`src/lpf_pkg.sv`:
```
// Shared constants for the line transmitter fault supervisor.
// Assumes a 100 MHz system clock and 32-bit classic Wishbone registers.
package lpf_pkg;
    // Clock and timing
    localparam int unsigned CLK_PERIOD_NS = 10;
    localparam int unsigned IRC_PERIOD_NS = 1000;
    localparam int unsigned IRC_CYCLES = IRC_PERIOD_NS / CLK_PERIOD_NS;
    localparam int unsigned OCLIM_NS = 4000;
    localparam int unsigned OCLIM_CYCLES = (OCLIM_NS + CLK_PERIOD_NS - 1) / CLK_PERIOD_NS;

    // Register byte offsets
    localparam logic [7:0] ADDR_CTRL = 8'h00;
    localparam logic [7:0] ADDR_IRQ_EN = 8'h04;
    localparam logic [7:0] ADDR_FLAGS = 8'h08;
    localparam logic [7:0] ADDR_STATE = 8'h0C;
    localparam logic [7:0] ADDR_BIT_TIME = 8'h10;
    localparam logic [7:0] ADDR_DT_LIMIT = 8'h14;

    // Control fields
    localparam int unsigned CTRL_ENABLE_BIT = 0;
    localparam int unsigned CTRL_RX_ONLY_BIT = 1;
    localparam int unsigned CTRL_DT_DISABLE_BIT = 2;
    // Flag and enable fields share one layout
    localparam int unsigned DT_BIT = 0;
    localparam int unsigned OC_BIT = 1;
    // State fields
    localparam int unsigned ST_TX_ON_BIT = 0;
    localparam int unsigned ST_OC_BLOCK_BIT = 1;
    localparam int unsigned ST_DT_BLOCK_BIT = 2;
    localparam int unsigned ST_LIMIT_BIT = 3;
    localparam int unsigned ST_TXD_BIT = 4;

    // Reset values
    localparam logic [2:0] CTRL_RESET = 3'h0;
    localparam logic [1:0] IRQ_EN_RESET = 2'h0;
    localparam logic [15:0] BIT_TIME_RESET = 16'h1458;
    localparam logic [23:0] DT_LIMIT_RESET = 24'h01E848;

    typedef enum logic [1:0] {
        OC_RUN,
        OC_OFF,
        OC_RECHK,
        OC_EVAL
    } lpf_oc_state_t;
endpackage

```
`src/lpf_fault_ctrl.sv`:
```
// Fault supervision of a single-wire bus transmitter with Wishbone registers.
// Assumes transmit data and overcurrent sense are synchronous to SYS_CLK.
//
// Operation
// - Both fault flags merge into one interrupt
// - Overcurrent in mask window only limits current
// - Overcurrent outside window disables, sets flag
// - Re-enable needs no overcurrent, quiet bit time
// - Write one clears flag, transmitter returns
// - Failed re-enable keeps off, flag again
// - Failed re-enable flags after one-two RC periods
// - Both fault types switch transmitter off
// - Timeout ends on a clear while transmit data recessive
`timescale 1ns/100ps
module lpf_fault_ctrl #(
    parameter int unsigned MASK_CYCLES = lpf_pkg::OCLIM_CYCLES,
    parameter int unsigned RC_DIV = lpf_pkg::IRC_CYCLES
) (
    // Clock and reset
    input wire logic SYS_CLK,
    input wire logic RSTN,
    // Wishbone slave
    input wire logic WB_CYC_I,
    input wire logic WB_STB_I,
    input wire logic WB_WE_I,
    input wire logic [7:0] WB_ADR_I,
    input wire logic [3:0] WB_SEL_I,
    input wire logic [31:0] WB_DAT_I,
    output logic [31:0] WB_DAT_O,
    output logic WB_ACK_O,
    // Transmit path
    input wire logic PHY_TRANSMIT_DATA,
    input wire logic OVERCURRENT,
    output logic TX_DRIVE_EN,
    output logic CURRENT_LIMIT,
    // Interrupt
    output logic LINE_PHY_IRQ
);
    import lpf_pkg::*;

    typedef struct packed {
        logic [2:0] phy_control_reg;
        logic [1:0] phy_irq_enable_reg;
        logic [1:0] flags;
        logic [15:0] bit_time;
        logic [23:0] dt_limit;
        lpf_oc_state_t oc_state;
        logic [1:0] tick_cnt;
        logic dt_block;
        logic txd_prev;
        logic [15:0] win_cnt;
        logic [15:0] quiet_cnt;
        logic [23:0] dom_cnt;
        logic [31:0] rdata;
        logic ack;
        logic tx_en;
        logic limit;
        logic irq;
    } lpf_st_t;

    lpf_st_t st_ff;
    lpf_st_t nxt_st;
    logic rc_tick;

    lpf_rc_tick #(
        .DIV(RC_DIV)
    ) u_rc_tick (
        .clk(SYS_CLK),
        .rst_n(RSTN),
        .tick(rc_tick)
    );

    // Byte-lane merge for a register write
    function automatic logic [31:0] lane_merge(input logic [31:0] old, input logic [31:0] wd,
                                               input logic [3:0] sel);
        logic [31:0] res;
        res = old;
        for (int i = 0; i < 4; i++) begin
            if (sel[i]) begin
                res[i*8 +: 8] = wd[i*8 +: 8];
            end
        end
        return res;
    endfunction

    logic req;
    logic wr;
    logic [31:0] wmask;
    logic phy_on;
    logic normal_mode;
    logic dominant;
    logic quiet_ok;
    logic oc_clear;
    logic dt_clear;
    logic [1:0] flag_set;
    logic tx_allowed;
    logic recheck_fail;
    logic [31:0] merged;

    always_comb begin
        nxt_st = st_ff;
        req = WB_CYC_I && WB_STB_I && !st_ff.ack;
        wr = req && WB_WE_I;
        wmask = lane_merge(32'h00000000, WB_DAT_I, WB_SEL_I);
        merged = 32'h00000000;
        phy_on = st_ff.phy_control_reg[CTRL_ENABLE_BIT];
        normal_mode = phy_on && !st_ff.phy_control_reg[CTRL_RX_ONLY_BIT];
        dominant = !PHY_TRANSMIT_DATA;
        quiet_ok = st_ff.quiet_cnt >= st_ff.bit_time;
        flag_set = 2'h0;
        recheck_fail = 1'b0;

        // Only ones clear; zeros leave the flag alone
        oc_clear = wr && (WB_ADR_I == ADDR_FLAGS) && wmask[OC_BIT];
        dt_clear = wr && (WB_ADR_I == ADDR_FLAGS) && wmask[DT_BIT];

        // Bus side: ack one cycle after the request, dropped the next cycle
        nxt_st.ack = req;
        nxt_st.rdata = 32'h00000000;
        if (req && !WB_WE_I) begin
            case (WB_ADR_I)
                ADDR_CTRL: nxt_st.rdata = 32'(st_ff.phy_control_reg);
                ADDR_IRQ_EN: nxt_st.rdata = 32'(st_ff.phy_irq_enable_reg);
                ADDR_FLAGS: nxt_st.rdata = 32'(st_ff.flags);
                ADDR_STATE: begin
                    nxt_st.rdata[ST_TX_ON_BIT] = st_ff.tx_en;
                    nxt_st.rdata[ST_OC_BLOCK_BIT] = (st_ff.oc_state != OC_RUN);
                    nxt_st.rdata[ST_DT_BLOCK_BIT] = st_ff.dt_block;
                    nxt_st.rdata[ST_LIMIT_BIT] = st_ff.limit;
                    nxt_st.rdata[ST_TXD_BIT] = PHY_TRANSMIT_DATA;
                end
                ADDR_BIT_TIME: nxt_st.rdata = 32'(st_ff.bit_time);
                ADDR_DT_LIMIT: nxt_st.rdata = 32'(st_ff.dt_limit);
                default: nxt_st.rdata = 32'h00000000;
            endcase
        end
        if (wr) begin
            case (WB_ADR_I)
                ADDR_CTRL: begin
                    merged = lane_merge(32'(st_ff.phy_control_reg), WB_DAT_I, WB_SEL_I);
                    nxt_st.phy_control_reg = merged[2:0];
                end
                ADDR_IRQ_EN: begin
                    merged = lane_merge(32'(st_ff.phy_irq_enable_reg), WB_DAT_I, WB_SEL_I);
                    nxt_st.phy_irq_enable_reg = merged[1:0];
                end
                ADDR_BIT_TIME: begin
                    merged = lane_merge(32'(st_ff.bit_time), WB_DAT_I, WB_SEL_I);
                    nxt_st.bit_time = merged[15:0];
                end
                ADDR_DT_LIMIT: begin
                    merged = lane_merge(32'(st_ff.dt_limit), WB_DAT_I, WB_SEL_I);
                    nxt_st.dt_limit = merged[23:0];
                end
                default: begin
                end
            endcase
        end

        // Mask window restarts on every falling edge of transmit data
        nxt_st.txd_prev = PHY_TRANSMIT_DATA;
        if (st_ff.txd_prev && !PHY_TRANSMIT_DATA) begin
            nxt_st.win_cnt = 16'(MASK_CYCLES);
        end else if (st_ff.win_cnt != 16'h0000) begin
            nxt_st.win_cnt = st_ff.win_cnt - 16'h0001;
        end

        // Quiet time: recessive, shut down or receive-only, saturating
        if (!dominant || !normal_mode) begin
            if (st_ff.quiet_cnt != 16'hFFFF) begin
                nxt_st.quiet_cnt = st_ff.quiet_cnt + 16'h0001;
            end
        end else begin
            nxt_st.quiet_cnt = 16'h0000;
        end

        tx_allowed = normal_mode && (st_ff.oc_state == OC_RUN) && !st_ff.dt_block;

        // Inside the window the driver only limits, no flag
        nxt_st.limit = tx_allowed && OVERCURRENT && (st_ff.win_cnt != 16'h0000);

        // Overcurrent supervision
        nxt_st.tick_cnt = 2'h0;
        case (st_ff.oc_state)
            OC_RUN: begin
                if (tx_allowed && OVERCURRENT && (st_ff.win_cnt == 16'h0000)) begin
                    nxt_st.oc_state = OC_OFF;
                    flag_set[OC_BIT] = 1'b1;
                end
            end
            OC_OFF: begin
                // Clear is only honoured while the flag is really set
                if (oc_clear && st_ff.flags[OC_BIT]) begin
                    nxt_st.oc_state = OC_RECHK;
                end
            end
            OC_RECHK: begin
                // Two RC ticks give one to two RC periods of settling
                nxt_st.tick_cnt = st_ff.tick_cnt;
                if (rc_tick) begin
                    nxt_st.tick_cnt = st_ff.tick_cnt + 2'h1;
                    if (st_ff.tick_cnt == 2'h1) begin
                        nxt_st.oc_state = OC_EVAL;
                    end
                end
            end
            OC_EVAL: begin
                recheck_fail = OVERCURRENT || !quiet_ok || (dominant && normal_mode);
                if (recheck_fail) begin
                    nxt_st.oc_state = OC_OFF;
                    flag_set[OC_BIT] = 1'b1;
                end else begin
                    nxt_st.oc_state = OC_RUN;
                end
            end
            default: nxt_st.oc_state = OC_OFF;
        endcase

        // Dominant timeout supervision
        if (dominant && normal_mode && !st_ff.dt_block) begin
            if (st_ff.dom_cnt != 24'hFFFFFF) begin
                nxt_st.dom_cnt = st_ff.dom_cnt + 24'h000001;
            end
        end else begin
            nxt_st.dom_cnt = 24'h000000;
        end
        if (!st_ff.phy_control_reg[CTRL_DT_DISABLE_BIT] && !st_ff.dt_block
            && (st_ff.dom_cnt >= st_ff.dt_limit) && dominant && normal_mode) begin
            nxt_st.dt_block = 1'b1;
            flag_set[DT_BIT] = 1'b1;
        end else if (st_ff.dt_block && dt_clear && st_ff.flags[DT_BIT]) begin
            if (!dominant) begin
                nxt_st.dt_block = 1'b0;
            end else begin
                flag_set[DT_BIT] = 1'b1;
            end
        end

        // Sticky flags: a new fault beats a clear in the same cycle
        for (int i = 0; i < 2; i++) begin
            if (flag_set[i]) begin
                nxt_st.flags[i] = 1'b1;
            end else if (wr && (WB_ADR_I == ADDR_FLAGS) && wmask[i]) begin
                nxt_st.flags[i] = 1'b0;
            end
        end

        nxt_st.tx_en = normal_mode && (nxt_st.oc_state == OC_RUN) && !nxt_st.dt_block;
        nxt_st.irq = |(nxt_st.flags & nxt_st.phy_irq_enable_reg);
    end

    always_ff @(posedge SYS_CLK or negedge RSTN) begin
        if (!RSTN) begin
            st_ff.phy_control_reg <= CTRL_RESET;
            st_ff.phy_irq_enable_reg <= IRQ_EN_RESET;
            st_ff.flags <= 2'h0;
            st_ff.bit_time <= BIT_TIME_RESET;
            st_ff.dt_limit <= DT_LIMIT_RESET;
            st_ff.oc_state <= OC_RUN;
            st_ff.tick_cnt <= 2'h0;
            st_ff.dt_block <= 1'b0;
            st_ff.txd_prev <= 1'b1;
            st_ff.win_cnt <= 16'h0000;
            st_ff.quiet_cnt <= 16'h0000;
            st_ff.dom_cnt <= 24'h000000;
            st_ff.rdata <= 32'h00000000;
            st_ff.ack <= 1'b0;
            st_ff.tx_en <= 1'b0;
            st_ff.limit <= 1'b0;
            st_ff.irq <= 1'b0;
        end else begin
            st_ff <= nxt_st;
        end
    end

    assign WB_DAT_O = st_ff.rdata;
    assign WB_ACK_O = st_ff.ack;
    assign TX_DRIVE_EN = st_ff.tx_en;
    assign CURRENT_LIMIT = st_ff.limit;
    assign LINE_PHY_IRQ = st_ff.irq;
endmodule

```
`src/lpf_rc_tick.sv`:
```
// Internal RC clock model: one-cycle tick every divider period.
// Assumes the system clock is the only clock; the tick is a clock-enable pulse.
`timescale 1ns/100ps
module lpf_rc_tick #(
    parameter int unsigned DIV = lpf_pkg::IRC_CYCLES
) (
    // Clock and reset
    input wire logic clk,
    input wire logic rst_n,
    // Tick
    output logic tick
);
    import lpf_pkg::*;

    typedef struct packed {
        logic [15:0] cnt;
        logic tick;
    } lpf_tick_st_t;

    lpf_tick_st_t st_ff;
    lpf_tick_st_t nxt_st;

    always_comb begin
        nxt_st = st_ff;
        nxt_st.tick = 1'b0;
        if (st_ff.cnt == 16'(DIV - 1)) begin
            nxt_st.cnt = 16'h0000;
            nxt_st.tick = 1'b1;
        end else begin
            nxt_st.cnt = st_ff.cnt + 16'h0001;
        end
    end

    always_ff @(posedge clk or negedge rst_n) begin
        if (!rst_n) begin
            st_ff <= '0;
        end else begin
            st_ff <= nxt_st;
        end
    end

    assign tick = st_ff.tick;
endmodule

```
`config.mk`:
```
export PLATFORM = sky130hd
export DESIGN_NAME = lpf_fault_ctrl
export DESIGN_NICKNAME = d
export VERILOG_FILES = /design/src/lpf_pkg.sv /design/src/lpf_fault_ctrl.sv /design/src/lpf_rc_tick.sv
export SDC_FILE = /design/constraint.sdc
export NUM_CORES = 1
export LEC_CHECK = 0
export ABC_AREA = 1
export ABC_CLOCK_PERIOD_IN_PS = 2110
export BUFFER_PORTS_ARGS = -buffer_cell sky130_fd_sc_hd__buf_2
export CORE_UTILIZATION = 45
export CTS_BUF_LIST = sky130_fd_sc_hd__clkbuf_4
export DETAILED_ROUTE_END_ITERATION = 6
export RECOVER_POWER = 25
export SLEW_MARGIN = 10
export SYNTH_ARGS = -nofsm -noshare
export SYNTH_HDL_FRONTEND = slang
export SYNTH_HIERARCHICAL = 1
export SYNTH_SLANG_ARGS = --single-unit
```
`constraint.sdc`:
```
create_clock -name SYS_CLK -period 2.11 [get_ports SYS_CLK]
set_input_delay 0.422 -clock SYS_CLK [delete_from_list [all_inputs] [get_ports SYS_CLK]]
set_output_delay 0.422 -clock SYS_CLK [all_outputs]
set_load 0.02 [all_outputs]
```
==> impl_metrics.toml <==
[cts]
worstSkewPairLatency_ns = 0.56
tritoncts = "built"
clockBufferDepth = 2
clockRootBuffer = "clkbuf_4"
h-tree-depth = 4
clock-sinks = 154
cts.reportedPaths.clkPinSlew_ns = 0.14
cts_buffers = 17

[detailed_routing]
wire_per_inst_microns = 13.1
drc = 0
top_layer_used = "met4"
wl_met1_microns = 8510
via_per_inst = 4.93
finalWirelength_microns = 18600
dr.pass1.iters = 5
routed-via-count = 7001
drt_first_iter_violations = 327
wl_met2_microns = 9240
met3WireLength_microns = 641
ant_nets = 0

[global_route]
grt_pass1_vias = 6854
grt_overflow = 0
grt_antenna_before_repair = 1
grt_max_degree = 59
track_usage_pct = 20.0
grt_pass1_wl_microns = 31700

[placed_design]
dp_hpwl_microns = 14300
dp.cells = 1384
gp_congestion = 0.870
io_buffers = 69

[yosys]
yosysMostFrequentCell = "nand2_1"
synth_warnings = 6
synth_common_cells = "nand2_1 (211), inv_1 (168), dfrtp_1 (141)"
ys_types = 55
avgSynthCellArea_sq_um = 8.14
synth_edf_count = 0
netlist_instances = 1070
yosysSeqAreaShare_pct = 44.4
ys_ff_latch = 154
syn_area_sq_um = 8710
synth_top_area_cell = "dfrtp_1"
synth_top_area_share_pct = 40.5
ys.flop_type = "dfrtp_1"
async_flop_share_pct = 100
yosys-top-cells-area = "dfrtp_1 (40%), nand2_1 (9.1%), inv_1 (7.2%), ha_1 (7.0%), o21ai_0 (4.6%)"

[power_and_ir_drop]
internal_power_mw = 4.34
leakage_nw = 4.81
peakVddDrop_mv = 0.469
sequentialPowerShare_pct = 53.7
combPwrFrac_pct = 15.0
swShare_pct = 30.5
power_mw = 6.25
clkPwrFrac_pct = 31.3
p_sw_mw = 1.90
powerDensity_nw_per_um2 = 647

[floorplan]
die_h_microns = 141
die-area_sq_um = 19900
placementRows = 50
die_w_microns = 141
core_sq_um = 18800
initial_core_util_pct = 46.3
ioPinCount = 87

[final_layout]
stdcell_count = 1421
nets = 1247
drive_above_1_share_pct = 17.2
utilization_pct = 51.3
area_delta_synth_final_pct = 10.9

[min_path]
min-delay-path-class = "input pin to flip-flop"

[sta]
fin_crit_sh_pct = 92.2
fin_crit_ns = 1.95
hold_violations = 0
skew_ns = 0.0221
fmax_mhz = 514
slew_headroom_pct = 30.1
slew_violations = 0
worst-slew-pin-transition_ns = 1.05
setup_viol = 0

[setup_path]
crit_type = "flip-flop to flip-flop"
reg2reg_slack_ns = 0.16
reg2regPathDepth = 11
crit_path_end = "st_ff[45]"
start_kind = "flip-flop"
required_ns = 2.55
worstSetupEndpointType = "flip-flop"
crit_start = "st_ff[43]"
rr_endpoint = "st_ff[45]"
worst-path-max-fanout = 7
crit_arrival_ns = 2.39
reg2reg_from = "st_ff[43]"

[run_status]
status = "finished, final reports clean"

[flow_run]
maxCapViolCount = 0
==> power by group through the flow <==
stage                     clock network, mW  logic, mW  registers [mW]
after floorplan                           0      0.666            3.35
after CTS                              2.03      0.943            3.34
after detailed placement                  0      0.933            3.40
final                                  1.95      0.939            3.35
after global placement                    0      0.910            3.39
after global routing                   2.13       1.11            3.38
==> how the worst min path moves through the flow <==
stage / startpoint / to / slack, ns / cells after the start
CTS: WB_DAT_I[20] / st_ff[118] / 0.03 / 2
finish: WB_DAT_I[20] / st_ff[118] / 0.09 / 2
detailed placement: RSTN / WB_DAT_O[14] / 0.37 / 1
global route: WB_DAT_I[20] / st_ff[118] / 0.03 / 2
global placement: RSTN / WB_DAT_O[15] / 0.36 / 1
floorplan: RSTN / CURRENT_LIMIT / 0.13 / 0
==> cell type report <==
class	count	area (sq um)
antenna	1	2.50
clock inverter	14	170
multi-input combinational	704	3950
fill	1866	9170
sequential	154	3870
tap	260	325
clock buffer	18	135
inverter	176	662
timing repair buffer	94	544
==> routing by layer <==
metal  global-route usage (%)  vias to the layer above
li1                         -                     3600
met3                     4.18                       18
met5                        0                        -
met4                     5.95                        0
met1                     25.0                     3290
met2                     34.7                       93
==> repair_timing <==
action	4_1_cts	5_1_grt
setup buffers	0	2
hold buffers	2	0
setup endpoints to repair	0	10
hold endpoints to repair	35	0
resized for setup	0	7
==> through the flow <==
step / setup TNS, ns / worst slack [ns] / cell area, sq um / hold slack (ns)
after CTS: 0 / 0.0705 / 9640 / 0.0348
after floorplan: 0 / 0.395 / 8740 / 0.126
after global placement: 0 / 0.109 / 9310 / 0.362
after detailed placement: 0 / 0.0972 / 9310 / 0.367
final: 0 / 0.165 / 9660 / 0.0850
after global routing: -0.00204 / -0.00204 / 9660 / 0.0265
==> flip-flops by register name, summed over array words and instances, names as in the netlist <==
register,count
u_rc_tick/tick,1
LINE_PHY_IRQ,1
TX_DRIVE_EN,1
phy_on,1
u_rc_tick/st_ff,16
WB_ACK_O,1
st_ff,108
CURRENT_LIMIT,1
WB_DAT_O,24
==> layout by cell type (no fill, tap or decap), types with 9 or more instances in the layout <==
cell type  count
clkbuf_4      18
buf_2         67
a21oi_1       56
nand2_1      211
nor2_4         9
o21ai_0       80
inv_1        168
buf_4         21
nand2_2       11
xor2_1        14
nand3_1       41
nor2_2         9
ha_1          49
dfrtp_1      141
dfstp_2       13
nand4_1       18
nor2_1        93
nor3_1        32
==> logic make-up (layout without fill, tap and decap cells) <==
kind of cell / Yosys count / in the layout / share of synthesized area, %
compound gates: 171 / 171 / 11.0
other cells: 1 / 9 / 0.0430
flops: 154 / 154 / 44.4
xor+xnor: 16 / 16 / 1.61
buf+inv: 219 / 302 / 10.9
mux: 8 / 8 / 1.03
fa+ha+maj: 49 / 49 / 7.04
simple gates: 452 / 452 / 24.0
==> worst max-delay path: stages, from the launching register on <==
cell and delay, ns:
dfrtp_1 0.48, nand2_1 0.18, nor3_4 0.21, nand2_2 0.12, nor3_4 0.26, nand2_4 0.15
nand2_2 0.09, inv_2 0.06, nand3_4 0.09, inv_2 0.05, o21ai_1 0.11, nor2_1 0.05
Power figures use the tool's default switching activity.
